## config.mk

```make
export PLATFORM = sky130hd
export DESIGN_NAME = pbf_cmd_bank
export DESIGN_NICKNAME = d
export VERILOG_FILES = /design/src/design/pbf_pkg.sv /design/src/design/pbf_cmd_bank.sv
export SDC_FILE = /design/constraint.sdc
export NUM_CORES = 2
export LEC_CHECK = 0
export BUFFER_PORTS_ARGS = -buffer_cell sky130_fd_sc_hd__buf_2
export CAP_MARGIN = 20
export CORE_UTILIZATION = 25
export DETAILED_ROUTE_END_ITERATION = 8
export HOLD_SLACK_MARGIN = 0.15
export PLACE_DENSITY = 0.43
export SYNTH_ARGS = -nofsm -noshare
export SYNTH_HDL_FRONTEND = slang
export SYNTH_SLANG_ARGS = --single-unit
```

## constraint.sdc

```tcl
create_clock -name clk -period 4 [get_ports clk]
set_clock_uncertainty 0.15 [all_clocks]
set_input_delay 0.2 -clock clk [delete_from_list [all_inputs] [get_ports clk]]
set_output_delay 0.2 -clock clk [all_outputs]
set_load 0.01 [all_outputs]
```

## src/design/pbf_pkg.sv

```systemverilog
/*
 * Shared constants for the pre-bias, filter and snapshot command bank:
 * command indices, byte counts, field positions, reset values, timing.
 * Assumes a 10 MHz system clock and a 32-bit APB register bus.
 */
package pbf_pkg;

    // ------------------------------------------------------------
    // bus shape and command indices
    // ------------------------------------------------------------
    localparam int PADDR_W = 10;
    localparam logic [7:0] CMD_SLEW = 8'hd4;
    localparam logic [7:0] CMD_FILTER = 8'hd5;
    localparam logic [7:0] CMD_SNAPSHOT = 8'hd7;
    localparam logic [7:0] CMD_THERMAL = 8'hd8;
    // byte address is four times the command index
    localparam logic [PADDR_W-1:0] ADDR_SLEW = {CMD_SLEW, 2'b00};
    localparam logic [PADDR_W-1:0] ADDR_FILTER = {CMD_FILTER, 2'b00};
    localparam logic [PADDR_W-1:0] ADDR_SNAPSHOT = {CMD_SNAPSHOT, 2'b00};
    localparam logic [PADDR_W-1:0] ADDR_THERMAL = {CMD_THERMAL, 2'b00};

    // ------------------------------------------------------------
    // block lengths in bytes
    // ------------------------------------------------------------
    localparam logic [5:0] SLEW_BYTES = 6'h08;
    localparam logic [5:0] SNAP_BYTES = 6'h20;
    localparam logic [5:0] THERM_BYTES = 6'h08;

    // ------------------------------------------------------------
    // field positions (lsb) and reset values
    // ------------------------------------------------------------
    localparam int SLEW_VIN_POS = 48;
    localparam int SLEW_VIN_NEG = 32;
    localparam int SLEW_VOUT_POS = 16;
    localparam int SLEW_VOUT_NEG = 0;
    localparam logic [63:0] SLEW_RESET = 64'h7fff_7fff_7fff_7fff;
    localparam logic [7:0] FILTER_RESET = 8'h00;
    localparam logic [7:0] FILT_VOUT = 8'h00;
    localparam logic [7:0] FILT_IOUT = 8'h01;
    localparam logic [7:0] FILT_INPUT_FEED_FORWARD = 8'h02;

    localparam int SNAP_CYCLES = 240;
    localparam int SNAP_FAULTS = 232;
    localparam int SNAP_ST_OTHER = 224;
    localparam int SNAP_ST_CML = 216;
    localparam int SNAP_ST_TEMP = 208;
    localparam int SNAP_ST_VIN = 200;
    localparam int SNAP_ST_IOUT = 192;
    localparam int SNAP_ST_VOUT = 184;
    localparam int SNAP_ST_BYTE = 176;
    localparam int SNAP_ST_WORD = 160;
    localparam int SNAP_TIME = 144;
    localparam int SNAP_TEMP2 = 128;
    localparam int SNAP_TEMP1 = 112;
    localparam int SNAP_IOUT = 96;
    localparam int SNAP_VOUT = 80;
    localparam int SNAP_VIN = 64;
    localparam int SNAP_DUTY_OLD = 48;
    localparam int SNAP_IOUT_OLD = 32;
    localparam int SNAP_VOUT_OLD = 16;
    localparam int SNAP_VIN_OLD = 0;
    localparam logic [255:0] SNAP_RESET = {256{1'b1}};

    // ------------------------------------------------------------
    // timing
    // ------------------------------------------------------------
    localparam int CLK_PERIOD_NS = 100;
    localparam int SECOND_NS = 1_000_000_000;
    localparam int SECOND_CYCLES = SECOND_NS / CLK_PERIOD_NS;

    typedef enum logic [1:0] {
        PBF_NVM_IDLE = 2'b01,
        PBF_NVM_WRITE = 2'b10
    } pbf_nvm_state_t;

endpackage

```

## src/design/pbf_cmd_bank.sv

```systemverilog
/*
 * Command register bank of a converter controller: pre-bias slew
 * limits, filter coefficient select, power-loss snapshot record and a
 * read-only thermal compensation block, reached over APB.
 * Assumes all monitor inputs come from logic on clk, and that the
 * non-volatile store accepts one byte per cycle with nvmWrReady high.
 */
// Our own choice: register access over APB.
`timescale 1ns/1ns
module pbf_cmd_bank #(
    parameter int SECOND_CYCLES = pbf_pkg::SECOND_CYCLES
) (
    // clock and reset
    input wire logic clk,
    input wire logic srst,
    // apb slave
    input wire logic psel,
    input wire logic penable,
    input wire logic pwrite,
    input wire logic [pbf_pkg::PADDR_W-1:0] paddr,
    input wire logic [31:0] pwdata,
    output logic [31:0] prdata,
    output logic pready,
    output logic pslverr,
    // slope monitors, signed V/ms
    input wire logic signed [15:0] vinSlope,
    input wire logic signed [15:0] voutSlope,
    output logic prebiasStartOk,
    // filter selection
    output logic [2:0] filterSetSel,
    // converter state
    input wire logic vinPresent,
    input wire logic converterRunning,
    input wire logic outputOn,
    input wire logic faultEvent,
    // live measurements and status
    input wire logic [7:0] statusOther,
    input wire logic [7:0] statusCml,
    input wire logic [7:0] statusTemp,
    input wire logic [7:0] statusVin,
    input wire logic [7:0] statusIout,
    input wire logic [7:0] statusVout,
    input wire logic [7:0] statusByte,
    input wire logic [15:0] statusWord,
    input wire logic [15:0] tempSensorA,
    input wire logic [15:0] tempSensorB,
    input wire logic sensorSelB,
    input wire logic [15:0] loadCurrent,
    input wire logic [15:0] outputVoltage,
    input wire logic [15:0] inputVoltage,
    input wire logic [15:0] dutyOld,
    input wire logic [15:0] loadCurrentOld,
    input wire logic [15:0] outputVoltageOld,
    input wire logic [15:0] inputVoltageOld,
    // thermal compensation parameters held elsewhere
    input wire logic [63:0] thermalParams,
    // non-volatile store write port
    output logic nvmWrValid,
    output logic [4:0] nvmWrAddr,
    output logic [7:0] nvmWrData,
    input wire logic nvmWrReady,
    output logic snapshotBusy
);
    import pbf_pkg::*;

    // ------------------------------------------------------------
    // state
    // ------------------------------------------------------------
    logic [63:0] slewLimits, slewShadow;
    logic [7:0] filterSelect, rdByte, faultCount;
    logic [255:0] snapRecord, next_record;
    logic [PADDR_W-1:0] blkAddr;
    logic [5:0] blkPos, curPos, curCount, dataIdx;
    logic isBlock, mapped, readOnly, access;
    logic vinPrev, outPrev, rampedUp, cmdOff, capture;
    logic [15:0] shutdownCount, secondsCount;
    logic [31:0] tickCount;
    pbf_nvm_state_t nvmState;

    // ------------------------------------------------------------
    // apb decode
    // ------------------------------------------------------------
    always_comb begin
        isBlock = 1'b0;
        mapped = 1'b1;
        readOnly = 1'b0;
        curCount = 6'h00;
        if (paddr == ADDR_SLEW) begin
            isBlock = 1'b1;
            curCount = SLEW_BYTES;
        end else if (paddr == ADDR_FILTER) begin
            isBlock = 1'b0;
        end else if (paddr == ADDR_SNAPSHOT) begin
            isBlock = 1'b1;
            readOnly = 1'b1;
            curCount = SNAP_BYTES;
        end else if (paddr == ADDR_THERMAL) begin
            isBlock = 1'b1;
            readOnly = 1'b1;
            curCount = THERM_BYTES;
        end else begin
            mapped = 1'b0;
        end
    end

    // a block restarts at its count byte whenever another block address is accessed without error
    assign curPos = (paddr == blkAddr) ? blkPos : 6'h00;
    assign dataIdx = curPos - 6'h01; // six bits keep the top byte in range
    assign access = psel && penable;
    // one wait-free access phase; prdata is loaded in the setup cycle
    assign pready = 1'b1;
    assign pslverr = access && (!mapped || (pwrite && readOnly));

    // ------------------------------------------------------------
    // read byte selection
    // ------------------------------------------------------------
    always_comb begin
        rdByte = 8'h00;
        if (paddr == ADDR_FILTER) begin
            rdByte = filterSelect;
        end else if (isBlock && curPos == 6'h00) begin
            rdByte = {2'b00, curCount};
        end else if (paddr == ADDR_SLEW) begin
            rdByte = slewLimits[8*dataIdx[2:0] +: 8];
        end else if (paddr == ADDR_SNAPSHOT) begin
            rdByte = snapRecord[8*dataIdx[4:0] +: 8];
        end else if (paddr == ADDR_THERMAL) begin
            rdByte = thermalParams[8*dataIdx[2:0] +: 8];
        end
    end

    always_ff @(posedge clk) begin
        if (srst) begin
            prdata <= 32'h0000_0000;
        end else if (psel && !penable && !pwrite) begin
            prdata <= {24'h00_0000, rdByte};
        end
    end

    // ------------------------------------------------------------
    // block pointer
    // ------------------------------------------------------------
    always_ff @(posedge clk) begin
        if (srst) begin
            blkAddr <= '0;
            blkPos <= 6'h00;
        end else if (access && mapped && isBlock && !pslverr) begin
            blkAddr <= paddr;
            // wraps to the count byte after the last data byte
            blkPos <= (curPos == curCount) ? 6'h00 : curPos + 6'h01;
        end
    end

    // ------------------------------------------------------------
    // writable registers
    // ------------------------------------------------------------
    // the limits change only when the eighth byte lands, so a torn
    // block write never gates a start with half-old limits
    always_ff @(posedge clk) begin
        if (srst) begin
            slewShadow <= SLEW_RESET;
            slewLimits <= SLEW_RESET;
        end else if (access && pwrite && paddr == ADDR_SLEW
                     && curPos != 6'h00) begin
            slewShadow[8*dataIdx[2:0] +: 8] <= pwdata[7:0];
            if (curPos == SLEW_BYTES) begin
                slewLimits <= {pwdata[7:0], slewShadow[55:0]};
            end
        end
    end

    always_ff @(posedge clk) begin
        if (srst) begin
            filterSelect <= FILTER_RESET;
        end else if (access && pwrite && paddr == ADDR_FILTER) begin
            filterSelect <= pwdata[7:0];
        end
    end

    // one-hot coefficient set; an undefined code selects none
    always_ff @(posedge clk) begin
        if (srst) begin
            filterSetSel <= 3'b001;
        end else begin
            filterSetSel <= {filterSelect == FILT_INPUT_FEED_FORWARD,
                filterSelect == FILT_IOUT, filterSelect == FILT_VOUT};
        end
    end

    // ------------------------------------------------------------
    // pre-bias slope gate
    // ------------------------------------------------------------
    // falling limits are magnitudes: the negated slope is compared
    always_ff @(posedge clk) begin
        if (srst) begin
            prebiasStartOk <= 1'b0;
        end else begin
            prebiasStartOk <=
                (vinSlope <= $signed(slewLimits[SLEW_VIN_POS +: 16]))
                && (-vinSlope <= $signed(slewLimits[SLEW_VIN_NEG +: 16]))
                && (voutSlope <= $signed(slewLimits[SLEW_VOUT_POS +: 16]))
                && (-voutSlope <= $signed(slewLimits[SLEW_VOUT_NEG +: 16]));
        end
    end

    // ------------------------------------------------------------
    // power cycle bookkeeping
    // ------------------------------------------------------------
    always_ff @(posedge clk) begin
        if (srst) begin
            vinPrev <= 1'b0;
            outPrev <= 1'b0;
        end else begin
            vinPrev <= vinPresent;
            outPrev <= outputOn;
        end
    end

    // a loss after a commanded off still stores, but as the blank record with only the cycle count filled in
    assign capture = vinPrev && !vinPresent && (converterRunning || cmdOff)
                     && nvmState == PBF_NVM_IDLE;

    always_ff @(posedge clk) begin
        if (srst) begin
            rampedUp <= 1'b0;
            cmdOff <= 1'b0;
        end else if (!vinPresent || (outputOn && !outPrev)) begin
            rampedUp <= outputOn && vinPresent;
            cmdOff <= 1'b0;
        end else if (outPrev && !outputOn && rampedUp) begin
            cmdOff <= 1'b1;
        end
    end

    always_ff @(posedge clk) begin
        if (srst) begin
            shutdownCount <= 16'h0000;
        end else if (capture && shutdownCount != 16'hffff) begin
            shutdownCount <= shutdownCount + 16'h0001;
        end
    end

    // event counted in the same cycle as the restart still counts
    always_ff @(posedge clk) begin
        if (srst) begin
            faultCount <= 8'h00;
        end else if (vinPresent && !vinPrev) begin
            faultCount <= {7'h00, faultEvent};
        end else if (faultEvent && faultCount != 8'hff) begin
            faultCount <= faultCount + 8'h01;
        end
    end

    always_ff @(posedge clk) begin
        if (srst) begin
            tickCount <= 32'h0000_0000;
            secondsCount <= 16'h0000;
        end else if (vinPresent && !vinPrev) begin
            tickCount <= 32'h0000_0000;
            secondsCount <= 16'h0000;
        end else if (vinPresent) begin
            if (tickCount == 32'(SECOND_CYCLES - 1)) begin
                tickCount <= 32'h0000_0000;
                if (secondsCount != 16'hffff) begin
                    secondsCount <= secondsCount + 16'h0001;
                end
            end else begin
                tickCount <= tickCount + 32'h0000_0001;
            end
        end
    end

    // ------------------------------------------------------------
    // snapshot record
    // ------------------------------------------------------------
    always_comb begin
        next_record = '0;
        next_record[SNAP_FAULTS +: 8] = faultCount;
        next_record[SNAP_ST_OTHER +: 8] = statusOther;
        next_record[SNAP_ST_CML +: 8] = statusCml;
        next_record[SNAP_ST_TEMP +: 8] = statusTemp;
        next_record[SNAP_ST_VIN +: 8] = statusVin;
        next_record[SNAP_ST_IOUT +: 8] = statusIout;
        next_record[SNAP_ST_VOUT +: 8] = statusVout;
        next_record[SNAP_ST_BYTE +: 8] = statusByte;
        next_record[SNAP_ST_WORD +: 16] = statusWord;
        next_record[SNAP_TIME +: 16] = secondsCount;
        next_record[SNAP_TEMP2 +: 16] =
            sensorSelB ? tempSensorA : tempSensorB;
        next_record[SNAP_TEMP1 +: 16] =
            sensorSelB ? tempSensorB : tempSensorA;
        next_record[SNAP_IOUT +: 16] = loadCurrent;
        next_record[SNAP_VOUT +: 16] = outputVoltage;
        next_record[SNAP_VIN +: 16] = inputVoltage;
        next_record[SNAP_DUTY_OLD +: 16] = dutyOld;
        next_record[SNAP_IOUT_OLD +: 16] = loadCurrentOld;
        next_record[SNAP_VOUT_OLD +: 16] = outputVoltageOld;
        next_record[SNAP_VIN_OLD +: 16] = inputVoltageOld;
        if (cmdOff) begin
            next_record = SNAP_RESET;
        end
        // the counter includes the shutdown being recorded
        next_record[SNAP_CYCLES +: 16] = shutdownCount + 16'h0001;
    end

    always_ff @(posedge clk) begin
        if (srst) begin
            snapRecord <= SNAP_RESET;
        end else if (capture) begin
            snapRecord <= next_record;
        end
    end

    // ------------------------------------------------------------
    // nvm writer: 32 bytes, lowest first
    // ------------------------------------------------------------
    always_ff @(posedge clk) begin
        if (srst) begin
            nvmState <= PBF_NVM_IDLE;
            nvmWrAddr <= 5'h00;
            nvmWrData <= 8'h00;
        end else begin
            case (nvmState)
                PBF_NVM_IDLE: begin
                    if (capture) begin
                        nvmState <= PBF_NVM_WRITE;
                        nvmWrAddr <= 5'h00;
                        nvmWrData <= next_record[7:0];
                    end
                end
                PBF_NVM_WRITE: begin
                    if (nvmWrReady) begin
                        if (nvmWrAddr == 5'h1f) begin
                            nvmState <= PBF_NVM_IDLE;
                        end else begin
                            nvmWrAddr <= nvmWrAddr + 5'h01;
                            nvmWrData <= snapRecord[8*(nvmWrAddr+5'h01) +: 8];
                        end
                    end
                end
                default: begin
                    nvmState <= PBF_NVM_IDLE;
                end
            endcase
        end
    end

    assign nvmWrValid = (nvmState == PBF_NVM_WRITE);
    assign snapshotBusy = (nvmState == PBF_NVM_WRITE);

endmodule

```

==> summary.txt <==
Status
  – Run status: finished, final reports clean

Setup path
  – Gate family responsible for the most delay along the worst path: simple AND/OR/NAND/NOR gates
  – Arrival time at the worst endpoint: 4.17 ns
  – Largest driver fanout on the critical path: 23
  – Delay of the slowest cell on the worst path: 0.56 ns
  – Element type at the critical path end: flip-flop
  – CP cell instances: xor2_1 > nor4_4 > and3_1 > buf_4 > nand2_1 > buf_4 > ha_4 > buf_12 > mux4_2 > a22oi_1 > a21oi_1 > nor3_1 > nor3_1
  – Launching element type of the critical path: flip-flop
  – Start-to-end type of the worst setup path: reg2reg
  – Critical Path RT: 4.36 ns
  – Max stage delay cell, worst path: sky130_fd_sc_hd__mux4_2
  – Buffering stage count on the worst path with inverters included: 3

Timing
  – Transition time at the pin with the least slew margin: 0.984 ns
  – Slew Limit Fails: 0
  – Share of the clock period used by the worst path after layout: 95.4%
  – Highest clock frequency the design can meet: 0.262 GHz
  – Setup repair after global routing missed its margin: false
  – Final period demand of the worst path: 3.82 ns
  – Number of failing setup endpoints in the final timing report: 0
  – TNS Setup: 0 ns
  – Relative slew slack: 34.2%
  – Final number of hold-violating endpoints: 0

Global route
  – Wire length of the first global-routing pass: 149,000 um
  – Via count of the first global-routing pass: 22,800
  – Initial antenna violation count: 9
  – Pin count of the biggest net entering global routing: 135
  – Total global-route track usage: 19.3%
  – Remaining global-route overflow: 0

Logic synthesis
  – Synthesized-area fraction occupied by ao, oa, aoi and oai cells: 15.3%
  – Fraction of synthesis flops using an asynchronous set or reset pin: 0%
  – Simple-gate share of the synthesized area: 14.5%
  – Fraction of synthesized area in multiplexers: 18.2%
  – Xor and xnor area share after synthesis: 3.90%
  – Warnings, synthesis: 0
  – Share of synthesized area occupied by flip-flops and latches: 39.3%
  – Count of flip-flops with a built-in enable after synthesis: 0
  – Post-Syn Area per Cell: 9.94 sq um
  – Number of distinct library cells after synthesis: 66
  – Top_reg_cell synth: sky130_fd_sc_hd__dfxtp_1
  – Number of register bits inferred by synthesis: 503
  – Post-synthesis cell area: 25,600 sq um
  – Main combinational cell family by area after synthesis: multiplexers
  – Post-synthesis share of cell area spent on full adders, half adders and majority gates: 3.86%
  – Cells after Synth: 2,578

Placed design
  – DP Area: 29,100 sq um
  – HPWL after detailed placement: 75,400 um
  – Port Buffers: 368
  – Final weighted congestion of routability-driven global placement: 0.856

Floorplanning
  – Site Rows: 117
  – Floorplan Core Area: 102,000 sq um
  – Die Ht: 322 um
  – Area of the die: 104,000 sq um
  – Width of the die: 322 um
  – Initial core utilization: 25.2%
  – IO Count: 418

Clock network
  – Clock latency at the later pin of the worst-skew pair: 0.65 ns
  – Maximum root-to-sink buffer count: 3
  – CTS sink cnt: 503
  – Total clock buffers created by CTS: 60
  – Clock input transition at the sequential cells of the worst setup and hold paths: 0.06 ns
  – Clock tree from TritonCTS: done
  – Depth of the CTS H-tree: 2
  – Setup Buffers After CTS: 0
  – CTS Root Cell: sky130_fd_sc_hd__clkbuf_16

Cells and area
  – Most common cell after layout, fill and taps aside: sky130_fd_sc_hd__dfxtp_1
  – Share of cells above drive strength 1: 22.2%
  – Final-stage net count: 3,716
  – Cell area after layout: 35,000 sq um
  – Fillcell total: 10,400
  – Commonest non-fill, non-tap cells in the layout: sky130_fd_sc_hd__dfxtp_1, sky130_fd_sc_hd__dlygate4sd3_1, sky130_fd_sc_hd__buf_2
  – Area growth syn-to-layout: 36.5%

Power and ir drop
  – Power density normalized to cell area: 339 nW/um^2
  – Leakage: 13.7 nW
  – Maximum VDD drop: 276 uV

Drt
  – Average wire per cell in the routed design: 21.7 um
  – Per-cell via count in the routed design: 4.94
  – Routed wire length on met2: 47,700 um
  – Routed wire length: 102,000 um
  – Via count: 23,200
  – Initial DRC count: 1,591
  – Highest metal layer with signal wires: met5
  – M1 wire length: 45,300 um
  – Number of design rule violations left after detail routing: 0
  – Length of routed met3 wiring: 5370 um
  – Post-route antenna net violation count: 0
  – Drt first pass iters: 5

Flow run
  – Max-capacitance violation count: 0

Hold path
  – Hold WC Path Type: in2reg
[synth_stat cells (4+ instances only)]
cell / n / share of area (%)
sky130_fd_sc_hd__nand2b_1: 17 / 0.42
sky130_fd_sc_hd__o22a_1: 196 / 6.7
sky130_fd_sc_hd__nor2b_1: 14 / 0.34
sky130_fd_sc_hd__nand4_1: 34 / 0.83
sky130_fd_sc_hd__mux4_2: 168 / 15
sky130_fd_sc_hd__or2_2: 5 / 0.12
sky130_fd_sc_hd__o221ai_1: 6 / 0.21
sky130_fd_sc_hd__o21a_1: 10 / 0.29
sky130_fd_sc_hd__inv_1: 87 / 1.3
sky130_fd_sc_hd__and2_1: 10 / 0.24
sky130_fd_sc_hd__a21oi_1: 106 / 2.1
sky130_fd_sc_hd__nor2_1: 192 / 2.8
sky130_fd_sc_hd__o21ai_0: 44 / 0.86
sky130_fd_sc_hd__nor3b_1: 4 / 0.12
sky130_fd_sc_hd__a31oi_1: 7 / 0.17
sky130_fd_sc_hd__buf_4: 29 / 0.85
sky130_fd_sc_hd__nand3_1: 109 / 2.1
sky130_fd_sc_hd__ha_1: 79 / 3.9
sky130_fd_sc_hd__buf_2: 17 / 0.33
sky130_fd_sc_hd__and3_1: 26 / 0.64
sky130_fd_sc_hd__dfxtp_1: 503 / 39
sky130_fd_sc_hd__mux2i_1: 86 / 3.4
sky130_fd_sc_hd__nor4b_1: 6 / 0.21
sky130_fd_sc_hd__nor4_1: 16 / 0.39
sky130_fd_sc_hd__xor2_1: 62 / 2.1
sky130_fd_sc_hd__nand3b_1: 6 / 0.18
sky130_fd_sc_hd__a22oi_1: 25 / 0.73
sky130_fd_sc_hd__or3_1: 14 / 0.34
sky130_fd_sc_hd__o211ai_1: 95 / 2.8
sky130_fd_sc_hd__buf_1: 20 / 0.29
sky130_fd_sc_hd__or4_1: 5 / 0.15
sky130_fd_sc_hd__a221oi_1: 6 / 0.21
sky130_fd_sc_hd__xnor2_1: 52 / 1.8
sky130_fd_sc_hd__and4_1: 6 / 0.21
sky130_fd_sc_hd__nor3_1: 53 / 1.0
sky130_fd_sc_hd__nand2_1: 262 / 3.8
sky130_fd_sc_hd__clkbuf_1: 146 / 2.1
sky130_fd_sc_hd__a21o_1: 6 / 0.18
sky130_fd_sc_hd__a211oi_1: 11 / 0.32
[worst register-to-register path, delay by kind of cell (launching register included)]
kind / cells / cell delay (ns)
buffers and inverters: 3 / 0.60
muxes: 1 / 0.60
adders and majority gates: 1 / 0.41
DFF: 1 / 0.31
xor gates and xnor gates: 1 / 0.18
AOI/OAI and AO/OA: 2 / 0.40
and+or+nand+nor: 5 / 1.01
[state kept, by name, summed over array words and instances (netlist names)]
signal	flops
nvmState	2
prdata	8
shutdownCount	16
tickCount	32
cmdOff	1
rampedUp	1
vinPrev	1
slewShadow	56
nvmWrAddr	5
blkPos	6
faultCount	8
blkAddr	10
snapRecord	256
filterSetSel	3
prebiasStartOk	1
slewLimits	64
filterSelect	8
nvmWrData	8
outPrev	1
secondsCount	16
[area by class of cell]
type | count | area [sq um] | area share (%)
inverters | 89 | 339 | 0.969
flip-flops and latches | 503 | 10100 | 28.8
clock inverters | 15 | 175 | 0.501
repair buffers | 823 | 6380 | 18.2
multi-input cells | 1795 | 14400 | 41.3
well taps | 1368 | 1710 | 4.89
clock buffers | 92 | 1840 | 5.27
diodes | 8 | 20.0 | 0.0572
[through the flow]
stage | cells | hold slack [ns] | utilization (%) | worst slack (ns) | power, mW
after floorplan | 2601 | 0.140 | - | 0.0135 | 5.64
after global placement | 4196 | 0.254 | 28.6 | 0.182 | 6.06
after detailed placement | 4196 | 0.258 | 28.6 | 0.122 | 6.06
after CTS | 4685 | 0.151 | 34.4 | 0.0813 | 12.0
after global routing | 4692 | 0.172 | 34.4 | 0.0168 | 12.3
final | 4693 | 0.189 | 34.4 | 0.184 | 11.9
[routing by layer]
layer,GRT usage [%],vias up
li1,-,10900
met1,25.4,11400
met2,31.9,684
met3,2.89,146
met4,6.96,4
met5,0,-
[timing repair]
item	4_1_cts	5_1_grt
endpoints found under the setup margin	0	1
hold buffers	382	0
resized for setup	0	1
endpoints found under the hold margin	358	0
[path summary, 6_finish.rpt]
check        cells after the start          startpoint             end  slack [ns]
min                              3  inputVoltageOld[9]   snapRecord[9]        0.19
min reg2reg                      2      slewShadow[31]  slewShadow[31]        0.30
max                             13          blkAddr[8]       prdata[1]        0.18
max reg2reg                     13          blkAddr[8]       prdata[1]        0.18
[logic make-up after synthesis]
kind of cell	after synthesis
compound gates	533
xor+xnor	114
fa+ha+maj	79
buf+inv	303
flops	503
mux	255
other cells	2
simple gates	789
[report_power, final]
part           internal (mW)  switching [mW]
clock network           3.34            2.26
registers               5.09          0.0724
logic                  0.578           0.512
Note: power is estimated with default switching activity, not from simulation.
